## src/rtl/pco_pkg.sv

```systemverilog
// Package for the pattern control and digital offset register block.
// Assumes one DAC clock domain and a register port behind the serial host.
package pco_pkg;

  // ==========================================================
  // Register addresses
  localparam logic [15:0] PCO_ADDR_UPDATE = 16'h001D;
  localparam logic [15:0] PCO_ADDR_STATUS = 16'h001E;
  localparam logic [15:0] PCO_ADDR_TYPE = 16'h001F;
  localparam logic [15:0] PCO_ADDR_DELAY = 16'h0020;
  localparam logic [15:0] PCO_ADDR_OFS4 = 16'h0022;
  localparam logic [15:0] PCO_ADDR_OFS3 = 16'h0023;
  localparam logic [15:0] PCO_ADDR_OFS2 = 16'h0024;
  localparam logic [15:0] PCO_ADDR_OFS1 = 16'h0025;
  localparam logic [15:0] PCO_ADDR_RPT43 = 16'h002A;
  localparam logic [15:0] PCO_ADDR_RPT21 = 16'h002B;

  // ==========================================================
  // Slots of the double-buffered registers
  localparam int PCO_NSLOT = 8;
  localparam logic [2:0] PCO_SLOT_TYPE = 3'h0;
  localparam logic [2:0] PCO_SLOT_DELAY = 3'h1;
  localparam logic [2:0] PCO_SLOT_OFS4 = 3'h2;
  localparam logic [2:0] PCO_SLOT_OFS3 = 3'h3;
  localparam logic [2:0] PCO_SLOT_OFS2 = 3'h4;
  localparam logic [2:0] PCO_SLOT_OFS1 = 3'h5;
  localparam logic [2:0] PCO_SLOT_RPT43 = 3'h6;
  localparam logic [2:0] PCO_SLOT_RPT21 = 3'h7;

  // ==========================================================
  // Field positions
  localparam int PCO_BIT_COMMIT = 0;
  localparam int PCO_BIT_RUN = 0;
  localparam int PCO_BIT_PLAYING = 1;
  localparam int PCO_BIT_MEM_ACCESS = 2;
  localparam int PCO_BIT_BUF_READ = 3;
  localparam int PCO_BIT_FINITE_REPEAT = 0;
  localparam int PCO_OFS_MSB = 15;
  localparam int PCO_OFS_LSB = 4;

  // ==========================================================
  // Reset values and saturation limits
  localparam logic [15:0] PCO_RESET_ZERO = 16'h0000;
  localparam logic [15:0] PCO_RESET_DELAY = 16'h000E;
  localparam logic [11:0] PCO_SAT_MAX = 12'h7FF;
  localparam logic [11:0] PCO_SAT_MIN = 12'h800;

  // ==========================================================
  // Types
  typedef struct packed {
    logic wr;
    logic rd;
    logic [15:0] addr;
    logic [15:0] wdata;
  } pco_reg_req_type;

  typedef struct packed {
    logic [3:0][11:0] word; // Index 0 is channel 1
  } pco_quad_type;

  typedef enum logic [1:0] {
    PCO_IDLE = 2'b00,
    PCO_ARMED = 2'b01,
    PCO_DELAY = 2'b10,
    PCO_PLAY = 2'b11
  } pco_state_type;

endpackage

```

## src/rtl/pco_regs.sv

```systemverilog
// Pattern player control, double-buffered settings and per-channel offsets.
// Assumes the serial host front end delivers decoded register requests on
// the DAC clock, and that the trigger pin is asynchronous to that clock.
`timescale 1ns/10ps

module pco_regs #(
  parameter int SAMPLE_WIDTH = 12
) (
  // Clock and reset
  input wire logic ref_clk_in,
  input wire logic rst_n_in,
  // Register port from the serial host
  input wire pco_pkg::pco_reg_req_type reg_req_in,
  output logic [15:0] reg_rdata_out,
  output logic reg_rvalid_out,
  // Trigger pin, active low
  input wire logic trigger_n_in,
  // Pattern engine handshake
  input wire logic period_done_in,
  output logic pattern_playing_out,
  output logic pattern_start_out,
  output logic sram_access_en_out,
  output logic [15:0] repeat_count_ch4_ch3_out,
  output logic [15:0] repeat_count_ch2_ch1_out,
  // Sample path
  input wire pco_pkg::pco_quad_type sample_in,
  output pco_pkg::pco_quad_type dac_data_out
);

  // ==========================================================
  // Elaboration checks
  if (SAMPLE_WIDTH != 12) begin : g_width_check
    $error("pco_regs supports only 12-bit samples");
  end

  // ==========================================================
  // Address decode helper, used for reads and writes
  function automatic logic [3:0] slot_of(input logic [15:0] addr);
    logic [3:0] s;
    unique case (addr)
      pco_pkg::PCO_ADDR_TYPE: s = {1'b0, pco_pkg::PCO_SLOT_TYPE};
      pco_pkg::PCO_ADDR_DELAY: s = {1'b0, pco_pkg::PCO_SLOT_DELAY};
      pco_pkg::PCO_ADDR_OFS4: s = {1'b0, pco_pkg::PCO_SLOT_OFS4};
      pco_pkg::PCO_ADDR_OFS3: s = {1'b0, pco_pkg::PCO_SLOT_OFS3};
      pco_pkg::PCO_ADDR_OFS2: s = {1'b0, pco_pkg::PCO_SLOT_OFS2};
      pco_pkg::PCO_ADDR_OFS1: s = {1'b0, pco_pkg::PCO_SLOT_OFS1};
      pco_pkg::PCO_ADDR_RPT43: s = {1'b0, pco_pkg::PCO_SLOT_RPT43};
      pco_pkg::PCO_ADDR_RPT21: s = {1'b0, pco_pkg::PCO_SLOT_RPT21};
      default: s = 4'h8;
    endcase
    return s;
  endfunction

  // Saturating signed add, no wrap at the rails
  function automatic logic [11:0] sat_add(input logic [11:0] a,
                                          input logic [11:0] b);
    logic [12:0] sum;
    sum = {a[11], a} + {b[11], b};
    if (sum[12] != sum[11]) begin
      return sum[12] ? pco_pkg::PCO_SAT_MIN : pco_pkg::PCO_SAT_MAX;
    end
    return sum[11:0];
  endfunction

  // ==========================================================
  // Register storage
  logic [15:0] shadow_reg [pco_pkg::PCO_NSLOT];
  logic [15:0] active_reg [pco_pkg::PCO_NSLOT];
  logic [15:0] status_reg;
  logic [15:1] update_rsvd_reg;
  logic commit_reg;
  logic [3:0] wr_slot;
  logic [15:0] rdata_next;

  assign wr_slot = slot_of(reg_req_in.addr);

  // Pending copies; reserved bits are kept as written
  always_ff @(posedge ref_clk_in) begin
    if (!rst_n_in) begin
      for (int i = 0; i < pco_pkg::PCO_NSLOT; i++) begin
        shadow_reg[i] <= pco_pkg::PCO_RESET_ZERO;
      end
      shadow_reg[pco_pkg::PCO_SLOT_DELAY] <= pco_pkg::PCO_RESET_DELAY;
    end else if (reg_req_in.wr && !wr_slot[3]) begin
      shadow_reg[wr_slot[2:0]] <= reg_req_in.wdata;
    end
  end

  // Update strobe, self-clearing one cycle later
  always_ff @(posedge ref_clk_in) begin
    if (!rst_n_in) begin
      commit_reg <= 1'b0;
      update_rsvd_reg <= 15'h0000;
    end else if (reg_req_in.wr && reg_req_in.addr == pco_pkg::PCO_ADDR_UPDATE)
    begin
      commit_reg <= reg_req_in.wdata[pco_pkg::PCO_BIT_COMMIT];
      update_rsvd_reg <= reg_req_in.wdata[15:1];
    end else begin
      commit_reg <= 1'b0;
    end
  end

  // Active copies move only on the update strobe
  always_ff @(posedge ref_clk_in) begin
    if (!rst_n_in) begin
      for (int i = 0; i < pco_pkg::PCO_NSLOT; i++) begin
        active_reg[i] <= pco_pkg::PCO_RESET_ZERO;
      end
      active_reg[pco_pkg::PCO_SLOT_DELAY] <= pco_pkg::PCO_RESET_DELAY;
    end else if (commit_reg) begin
      for (int i = 0; i < pco_pkg::PCO_NSLOT; i++) begin
        active_reg[i] <= shadow_reg[i];
      end
    end
  end

  // Command bits act at once; playing bit is never stored
  always_ff @(posedge ref_clk_in) begin
    if (!rst_n_in) begin
      status_reg <= pco_pkg::PCO_RESET_ZERO;
    end else if (reg_req_in.wr && reg_req_in.addr == pco_pkg::PCO_ADDR_STATUS)
    begin
      status_reg <= reg_req_in.wdata;
      status_reg[pco_pkg::PCO_BIT_PLAYING] <= 1'b0;
    end
  end

  // ==========================================================
  // Read path, one cycle latency
  always_comb begin
    rdata_next = 16'h0000;
    if (reg_req_in.addr == pco_pkg::PCO_ADDR_STATUS) begin
      rdata_next = status_reg;
      rdata_next[pco_pkg::PCO_BIT_PLAYING] = pattern_playing_out;
    end else if (reg_req_in.addr == pco_pkg::PCO_ADDR_UPDATE) begin
      rdata_next = {update_rsvd_reg, commit_reg};
    end else if (!wr_slot[3]) begin
      rdata_next = status_reg[pco_pkg::PCO_BIT_BUF_READ] ?
        active_reg[wr_slot[2:0]] : shadow_reg[wr_slot[2:0]];
    end
  end

  always_ff @(posedge ref_clk_in) begin
    if (!rst_n_in) begin
      reg_rdata_out <= 16'h0000;
      reg_rvalid_out <= 1'b0;
    end else begin
      reg_rvalid_out <= reg_req_in.rd;
      if (reg_req_in.rd) begin
        reg_rdata_out <= rdata_next;
      end
    end
  end

  // Copies handed to the SRAM port gate and the pattern engine
  always_ff @(posedge ref_clk_in) begin
    if (!rst_n_in) begin
      sram_access_en_out <= 1'b0;
      repeat_count_ch4_ch3_out <= 16'h0000;
      repeat_count_ch2_ch1_out <= 16'h0000;
    end else begin
      sram_access_en_out <= status_reg[pco_pkg::PCO_BIT_MEM_ACCESS];
      repeat_count_ch4_ch3_out <= active_reg[pco_pkg::PCO_SLOT_RPT43];
      repeat_count_ch2_ch1_out <= active_reg[pco_pkg::PCO_SLOT_RPT21];
    end
  end

  // ==========================================================
  // Trigger synchroniser and falling edge
  logic trig_meta_reg;
  logic trig_sync_reg;
  logic trig_prev_reg;
  logic trig_fall;

  always_ff @(posedge ref_clk_in) begin
    if (!rst_n_in) begin
      trig_meta_reg <= 1'b1;
      trig_sync_reg <= 1'b1;
      trig_prev_reg <= 1'b1;
    end else begin
      trig_meta_reg <= trigger_n_in;
      trig_sync_reg <= trig_meta_reg;
      trig_prev_reg <= trig_sync_reg;
    end
  end

  assign trig_fall = trig_prev_reg && !trig_sync_reg;

  // ==========================================================
  // Pattern sequencer
  pco_pkg::pco_state_type state_reg;
  pco_pkg::pco_state_type state_next;
  logic [15:0] delay_cnt_reg;
  logic [7:0] period_cnt_reg;
  logic [7:0] repeat_limit;
  logic run_bit;
  logic finite_mode;
  logic last_period;

  assign run_bit = status_reg[pco_pkg::PCO_BIT_RUN];
  assign finite_mode =
    active_reg[pco_pkg::PCO_SLOT_TYPE][pco_pkg::PCO_BIT_FINITE_REPEAT];
  // Channel 1 count paces the whole pattern; zero still plays once
  assign repeat_limit = active_reg[pco_pkg::PCO_SLOT_RPT21][7:0];
  assign last_period = period_cnt_reg + 8'h01 >= repeat_limit;

  always_comb begin
    state_next = state_reg;
    unique case (state_reg)
      pco_pkg::PCO_IDLE: begin
        if (run_bit) state_next = pco_pkg::PCO_ARMED;
      end
      pco_pkg::PCO_ARMED: begin
        if (!run_bit) begin
          state_next = pco_pkg::PCO_IDLE;
        end else if (trig_fall) begin
          state_next = pco_pkg::PCO_DELAY;
        end
      end
      pco_pkg::PCO_DELAY: begin
        if (delay_cnt_reg == 16'h0000) begin
          state_next = pco_pkg::PCO_PLAY;
        end
      end
      pco_pkg::PCO_PLAY: begin
        if (!run_bit && trig_fall) begin
          state_next = pco_pkg::PCO_IDLE;
        end else if (finite_mode && period_done_in && last_period) begin
          state_next = pco_pkg::PCO_IDLE;
        end
      end
    endcase
  end

  // State, playing flag and start pulse move together
  always_ff @(posedge ref_clk_in) begin
    if (!rst_n_in) begin
      state_reg <= pco_pkg::PCO_IDLE;
      pattern_playing_out <= 1'b0;
      pattern_start_out <= 1'b0;
    end else begin
      state_reg <= state_next;
      pattern_playing_out <= state_next == pco_pkg::PCO_PLAY;
      pattern_start_out <= state_next == pco_pkg::PCO_PLAY &&
                           state_reg != pco_pkg::PCO_PLAY;
    end
  end

  // Delay counter: load value, play after value plus one cycles
  always_ff @(posedge ref_clk_in) begin
    if (!rst_n_in) begin
      delay_cnt_reg <= pco_pkg::PCO_RESET_DELAY;
    end else if (state_reg == pco_pkg::PCO_ARMED) begin
      delay_cnt_reg <= active_reg[pco_pkg::PCO_SLOT_DELAY];
    end else if (state_reg == pco_pkg::PCO_DELAY) begin
      delay_cnt_reg <= delay_cnt_reg - 16'h0001;
    end
  end

  // Period counter, meaningful only in finite mode
  always_ff @(posedge ref_clk_in) begin
    if (!rst_n_in || state_reg != pco_pkg::PCO_PLAY) begin
      period_cnt_reg <= 8'h00;
    end else if (period_done_in && !last_period) begin
      period_cnt_reg <= period_cnt_reg + 8'h01;
    end
  end

  // ==========================================================
  // Offset stage; one process owns the whole output word, channel 1 is
  // word 0 and takes the highest offset slot
  always_ff @(posedge ref_clk_in) begin
    if (!rst_n_in) begin
      dac_data_out <= '0;
    end else begin
      for (int ch = 0; ch < 4; ch++) begin
        dac_data_out.word[ch] <= sat_add(sample_in.word[ch],
          active_reg[pco_pkg::PCO_SLOT_OFS1 - 3'(ch)]
            [pco_pkg::PCO_OFS_MSB:pco_pkg::PCO_OFS_LSB]);
      end
    end
  end

endmodule

```

## config.mk

```make
export PLATFORM = sky130hd
export DESIGN_NAME = pco_regs
export DESIGN_NICKNAME = d
export VERILOG_FILES = /design/src/rtl/pco_pkg.sv /design/src/rtl/pco_regs.sv
export SDC_FILE = /design/constraint.sdc
export NUM_CORES = 1
export LEC_CHECK = 0
export ABC_AREA = 1
export BUFFER_PORTS_ARGS = -buffer_cell sky130_fd_sc_hd__buf_4
export CORE_ASPECT_RATIO = 0.5
export CORE_MARGIN = 4
export CORE_UTILIZATION = 60
export CTS_BUF_LIST = sky130_fd_sc_hd__clkbuf_16
export DETAILED_ROUTE_END_ITERATION = 16
export GPL_ROUTABILITY_DRIVEN = 1
export PLACE_DENSITY = 0.8
export SETUP_SLACK_MARGIN = 0.4
export SLEW_MARGIN = 20
export SYNTH_ARGS = -nofsm -noshare
export SYNTH_HDL_FRONTEND = slang
export SYNTH_SLANG_ARGS = --single-unit
```

## constraint.sdc

```tcl
create_clock -name ref_clk_in -period 6.9 [get_ports ref_clk_in]
set_input_delay 2.07 -clock ref_clk_in [delete_from_list [all_inputs] [get_ports ref_clk_in]]
set_output_delay 2.07 -clock ref_clk_in [all_outputs]
set_load 0.1 [all_outputs]
```

# Word level (Yosys, flattened, before mapping)
# Memories as Yosys holds them, arrays and structs flattened. A register that Yosys moved wholly into a read port is not among the register bits.
# Index checks and enable logic that the tools add are counted.
# Widths: inputs -> output; s select.
totals:
  register_bits: 144
  ramBits: 256
  input_bits: 86
  output_inout_bits: 100
  wordCells: 132
  mem_count: 2
classes:
  n_addsub: 6
  n_lt_le_gt_ge: 1
  n_eq_ne: 19
  muxes: 54
  bitwise: 10
  reduce_logical: 21
mem_list:
  columns: ["name", "words", "width", "rd", "rd_clocked_by_memory_dff", "write_ports", "line", "rtl"]
  rows:
  - ["active_reg", 8, 16, 9, 1, 8, "pco_regs.sv:68", "logic [15:0] active_reg [pco_pkg::PCO_NSLOT];"]
  - ["shadow_reg", 8, 16, 9, 0, 8, "pco_regs.sv:67", "logic [15:0] shadow_reg [pco_pkg::PCO_NSLOT];"]
ops:
  columns: ["op", "count"]
  rows:
  - ["$mux 16", 17]
  - ["$mux 12", 12]
  - ["$eq 16x6->1 const B", 7]
  - ["$add 12x12->13", 4]
  - ["$eq 16x5->1 const B", 3]
  - ["$pmux 4 s8", 1]
  - ["$logic_not 16->1", 1]
  - ["$mux 1", 16]
  - ["$reduce_or 16->1", 1]
  - ["$sub 16x1->16 const B", 1]
  - ["$mux 2", 6]
  - ["$or 1x1->1", 10]
  - ["$logic_and 1x1->1", 9]
  - ["$add 8x1->8 const B", 1]
  - ["$ge 8x8->1", 1]
  - ["$pmux 2 s4", 1]
  - ["$eq 2x2->1 const B", 3]
  - ["$logic_not 1->1", 6]
  - ["$ne 1x1->1", 4]
  - ["$mux 3", 1]
  - ["$eq 2x1->1 const B", 1]
  - ["$logic_not 2->1", 1]
  - ["$ne 2x2->1 const B", 1]
  - ["$reduce_and 2->1", 1]
  - ["2 further kinds", 2]

# Depth between registers and ports, before layout
logic_depth:
  ltp_word: 9
  ltp_mapped: 18
  mapped_depth_nobuf: 16

# Least setup slack after synthesis
# No wires, ideal clock.
synth_path:
  path_kind: "in2reg"
  from: "input rst_n_in"
  to: "memory active_reg[0][0], enable pin"
  setup_time_ns: 1.109
  arrival_time_ns: 5.015
  required_ns: 5.791
  path_slack_ns: 0.776
  path_stages: 4
  path_buffers: 3
  cell_sequence: "clkbuf_1 > clkbuf_1 > clkbuf_1 > nand2_1"
synth_lines:
  columns: ["element", "line", "rtl"]
  rows:
  - ["start: declaration", "pco_regs.sv:11", "input wire logic rst_n_in,"]
  - ["end: declaration", "pco_regs.sv:68", null]

==> flow_summary.ini <==
[yosys]
synth_largest_type_area_fraction = 0.378
syn-instance-count = 2458
mappedNetlistArea_um2 = 20300
synth.most_common_cell = sky130_fd_sc_hd__nand2_1
ys_seq_elements = 416
synth_flop_cell = sky130_fd_sc_hd__edfxtp_1
synth.distinct_cells = 42
synth_top_cells_by_count = sky130_fd_sc_hd__nand2_1, sky130_fd_sc_hd__nor2_1, sky130_fd_sc_hd__inv_1, sky130_fd_sc_hd__edfxtp_1, sky130_fd_sc_hd__nand3_1
synth_fp_nets = 2610
synth_enable_flop_cells = 256
postSynthAreaPerCell_um2 = 8.26
synth_warnings = 0
synth.yosys.seq_area_share = 0.536
async_flop_share = 0
synth_top_cells_by_area = sky130_fd_sc_hd__edfxtp_1, sky130_fd_sc_hd__dfxtp_1, sky130_fd_sc_hd__nand2_1
synth.largest_area_cell = sky130_fd_sc_hd__edfxtp_1

[floorplanning]
initial_cell_density_of_the_core = 0.611
rows = 47
num_io_pins = 186
die_h_um = 138
die_w_um = 268
design.die.area_um2 = 37000
coreArea_um2 = 33200

[global_routing]
grt_antenna_before_repair = 4
first_global_vias = 16300
grt_start_max_net_pins = 101
grt_pass1_wl_um = 94800
globalRouteOverflowTotal = 0
grtUsageTotal = 0.334

[timing]
setup_slack_ns = 2.00
setup-tns-final_ns = 0
slew_headroom = 0.273
max_slew.worst_pin.slew_ns = 1.08
report.final.setup_viol = 0
slew_violations = 0
worst_clock_skew_ns = 0.0193
finalHoldViolations = 0
period_share = 0.710
rsz0062_at_grt = false
maxClockFrequency_mhz = 204
post-route-min-period_ns = 4.90

[finish]
ff_latch_area_um2 = 10900
layout.nets = 2742
multiInputGateArea_um2 = 7740
filler_cell_count = 2636
flow.area_growth_from_synthesis_pct = 14.1
drive_above_1_share = 0.103

[setup_path]
worst-r2r-cell-count = 16
longest_individual_stage_delay_on_the_worst_path_ns = 0.67
crit_path_max_fanout = 45
critPathSlowestCell = sky130_fd_sc_hd__nand2_1
crit_chain = buf_4, nor2_1, nand2_1, nor2_2, nand3_1, nand2_2, nand2_4, inv_4, nor3_2, nand2_1, nand2_1
worst-endpoint-arrival_ns = 5.07
worst_setup_path_end_kind = flop
timing.setup.critical_path_class = input port to flop
setup.worst_path.start_class = input port
wp_data_required_ns = 7.07
critical_path_most_common_cell = sky130_fd_sc_hd__nand2_1

[clock_network]
cells_resized_by_post_cts_repair = 0
cts_num_sinks = 416
post-cts-setup-buffer-count = 0
h_tree_depth = 2
hold_fix_buffer_count_after_cts = 0
cts-root-to-sink-buffers = 3
cts.reportedPaths.clkPinSlew_ns = 0.06
worstSkewPairLatency_ns = 0.55
clock_tree_from_tritoncts = built
cts_root_buffer = sky130_fd_sc_hd__clkbuf_16
cts_made_buffers = 38

[outcome]
run_status = complete, no violations

[place]
place.gp.congestion = 1.01
place.port_buffers = 185
dp.final_hpwl_um = 45400
post-place-ws_ns = 1.55

[hold_path]
hold-path-cell-count = 1
hp-class = flop to flop

[flow_run]
maxCapViolCount = 0

[pwr]
p_per_area_nw_per_um2 = 274
power_leakage_nw = 10.8
ir_worst_vdd_uv = 175

[drt]
routed_wirelength_um = 64000
dr_total_vias = 18000
drt_drc_violations_left = 0
iteration_0_drc_markers = 3211
antenna_violating_nets_post_route = 0
drt_pass1_iterations = 6
via_per_inst = 5.87
detail_route.wl_per_cell_um = 20.9
metal layers:
| metal | vias to the layer above | part of all wire | global-route usage |
|---|---|---|---|
| met3 | 137 | 0.17 | 0.123 |
| met1 | 8216 | 0.40 | 0.497 |
| met2 | 1425 | 0.41 | 0.468 |
| li1 | 8185 | - | - |
| met5 | - | 0.0010 | 0 |
| met4 | 6 | 0.024 | 0.0768 |
power breakdown:
group	switching (W)	leakage (nW)	internal (W)
clock	0.000956	0.646	0.00117
combinational	0.000999	6.41	0.000314
sequential	0.000103	3.75	0.00281
total	0.00206	10.8	0.00429
cells in the final DEF, fill, tap and decap left out, types with 2 or more instances in the layout:
cell type and instances:
sky130_fd_sc_hd__nand2_1 486, sky130_fd_sc_hd__nor2_1 458, sky130_fd_sc_hd__inv_1 321, sky130_fd_sc_hd__edfxtp_1 256, sky130_fd_sc_hd__buf_4 202, sky130_fd_sc_hd__nand3_1 187
sky130_fd_sc_hd__dfxtp_1 160, sky130_fd_sc_hd__a21oi_1 158, sky130_fd_sc_hd__o21ai_0 109, sky130_fd_sc_hd__ha_1 62, sky130_fd_sc_hd__clkbuf_16 42, sky130_fd_sc_hd__xor2_1 34
sky130_fd_sc_hd__clkinv_1 25, sky130_fd_sc_hd__nor3_1 19, sky130_fd_sc_hd__xnor2_1 17, sky130_fd_sc_hd__a31oi_1 16, sky130_fd_sc_hd__o211ai_1 5, sky130_fd_sc_hd__o2111ai_1 5
sky130_fd_sc_hd__clkinv_2 5, sky130_fd_sc_hd__a22oi_1 4, sky130_fd_sc_hd__o21bai_1 4, sky130_fd_sc_hd__fa_1 4, sky130_fd_sc_hd__nor2_2 3, sky130_fd_sc_hd__nand2_4 3
sky130_fd_sc_hd__o221ai_1 3, sky130_fd_sc_hd__nand4_1 3, sky130_fd_sc_hd__a211oi_1 3, sky130_fd_sc_hd__or2_2 3, sky130_fd_sc_hd__diode_2 2, sky130_fd_sc_hd__inv_2 2
sky130_fd_sc_hd__nand2_2 2, sky130_fd_sc_hd__o31ai_1 2, sky130_fd_sc_hd__bufinv_16 2
final timing paths:
| path | from | slack, ns | to |
|---|---|---|---|
| setup / recovery | reg_req_in[31] | 2.00 | shadow_reg[2][14]$_SDFFCE_PN0P_ |
| hold / removal | trig_meta_reg$_SDFF_PN1_ | 0.41 | trig_sync_reg$_SDFF_PN1_ |
| setup reg to reg | period_cnt_reg[0]$_SDFFE_PP0P_ | 3.66 | pattern_start_out$_SDFF_PN0_ |
| hold reg to reg | trig_meta_reg$_SDFF_PN1_ | 0.41 | trig_sync_reg$_SDFF_PN1_ |
metrics by stage:
| step | std cells | utilization | power [W] | hold WS (ns) | cell area [um2] |
|---|---|---|---|---|---|
| global placement | 2991 | 0.661 | 0.00424 | 0.398 | 21900 |
| CTS | 3061 | 0.697 | 0.00632 | 0.417 | 23200 |
| floorplan | 2458 | - | 0.00391 | 0.392 | 20300 |
| detailed placement | 2991 | 0.661 | 0.00426 | 0.403 | 21900 |
| global route | 3061 | 0.697 | 0.00654 | 0.426 | 23200 |
| finish | 3063 | 0.698 | 0.00635 | 0.415 | 23200 |
critical path, delay by kind of cell:
kind | cells | cell delay [ns]
simple gates | 9 | 2.70
buf+inv | 2 | 0.26
area by class of cell:
| cell class | instances | area share |
|---|---|---|
| multi-input combinational | 1602 | 0.334 |
| sequential | 416 | 0.470 |
| clock buffer | 42 | 0.0453 |
| timing repair buffer | 203 | 0.0663 |
| inverter | 329 | 0.0534 |
| antenna | 2 | 0.000216 |
| tap | 441 | 0.0238 |
| clock inverter | 28 | 0.00723 |
logic make-up (layout without fill, tap and decap cells):
group,count (synthesis),in the layout,share of synthesized area
simple gates,1172,1172,0.233
buf+inv,440,602,0.0846
flops,416,416,0.536
compound gates,313,313,0.0823
fa+ha+maj,66,66,0.0421
xor+xnor,51,51,0.0220
other cells,0,2,0
(Power assumes the default switching activity.)
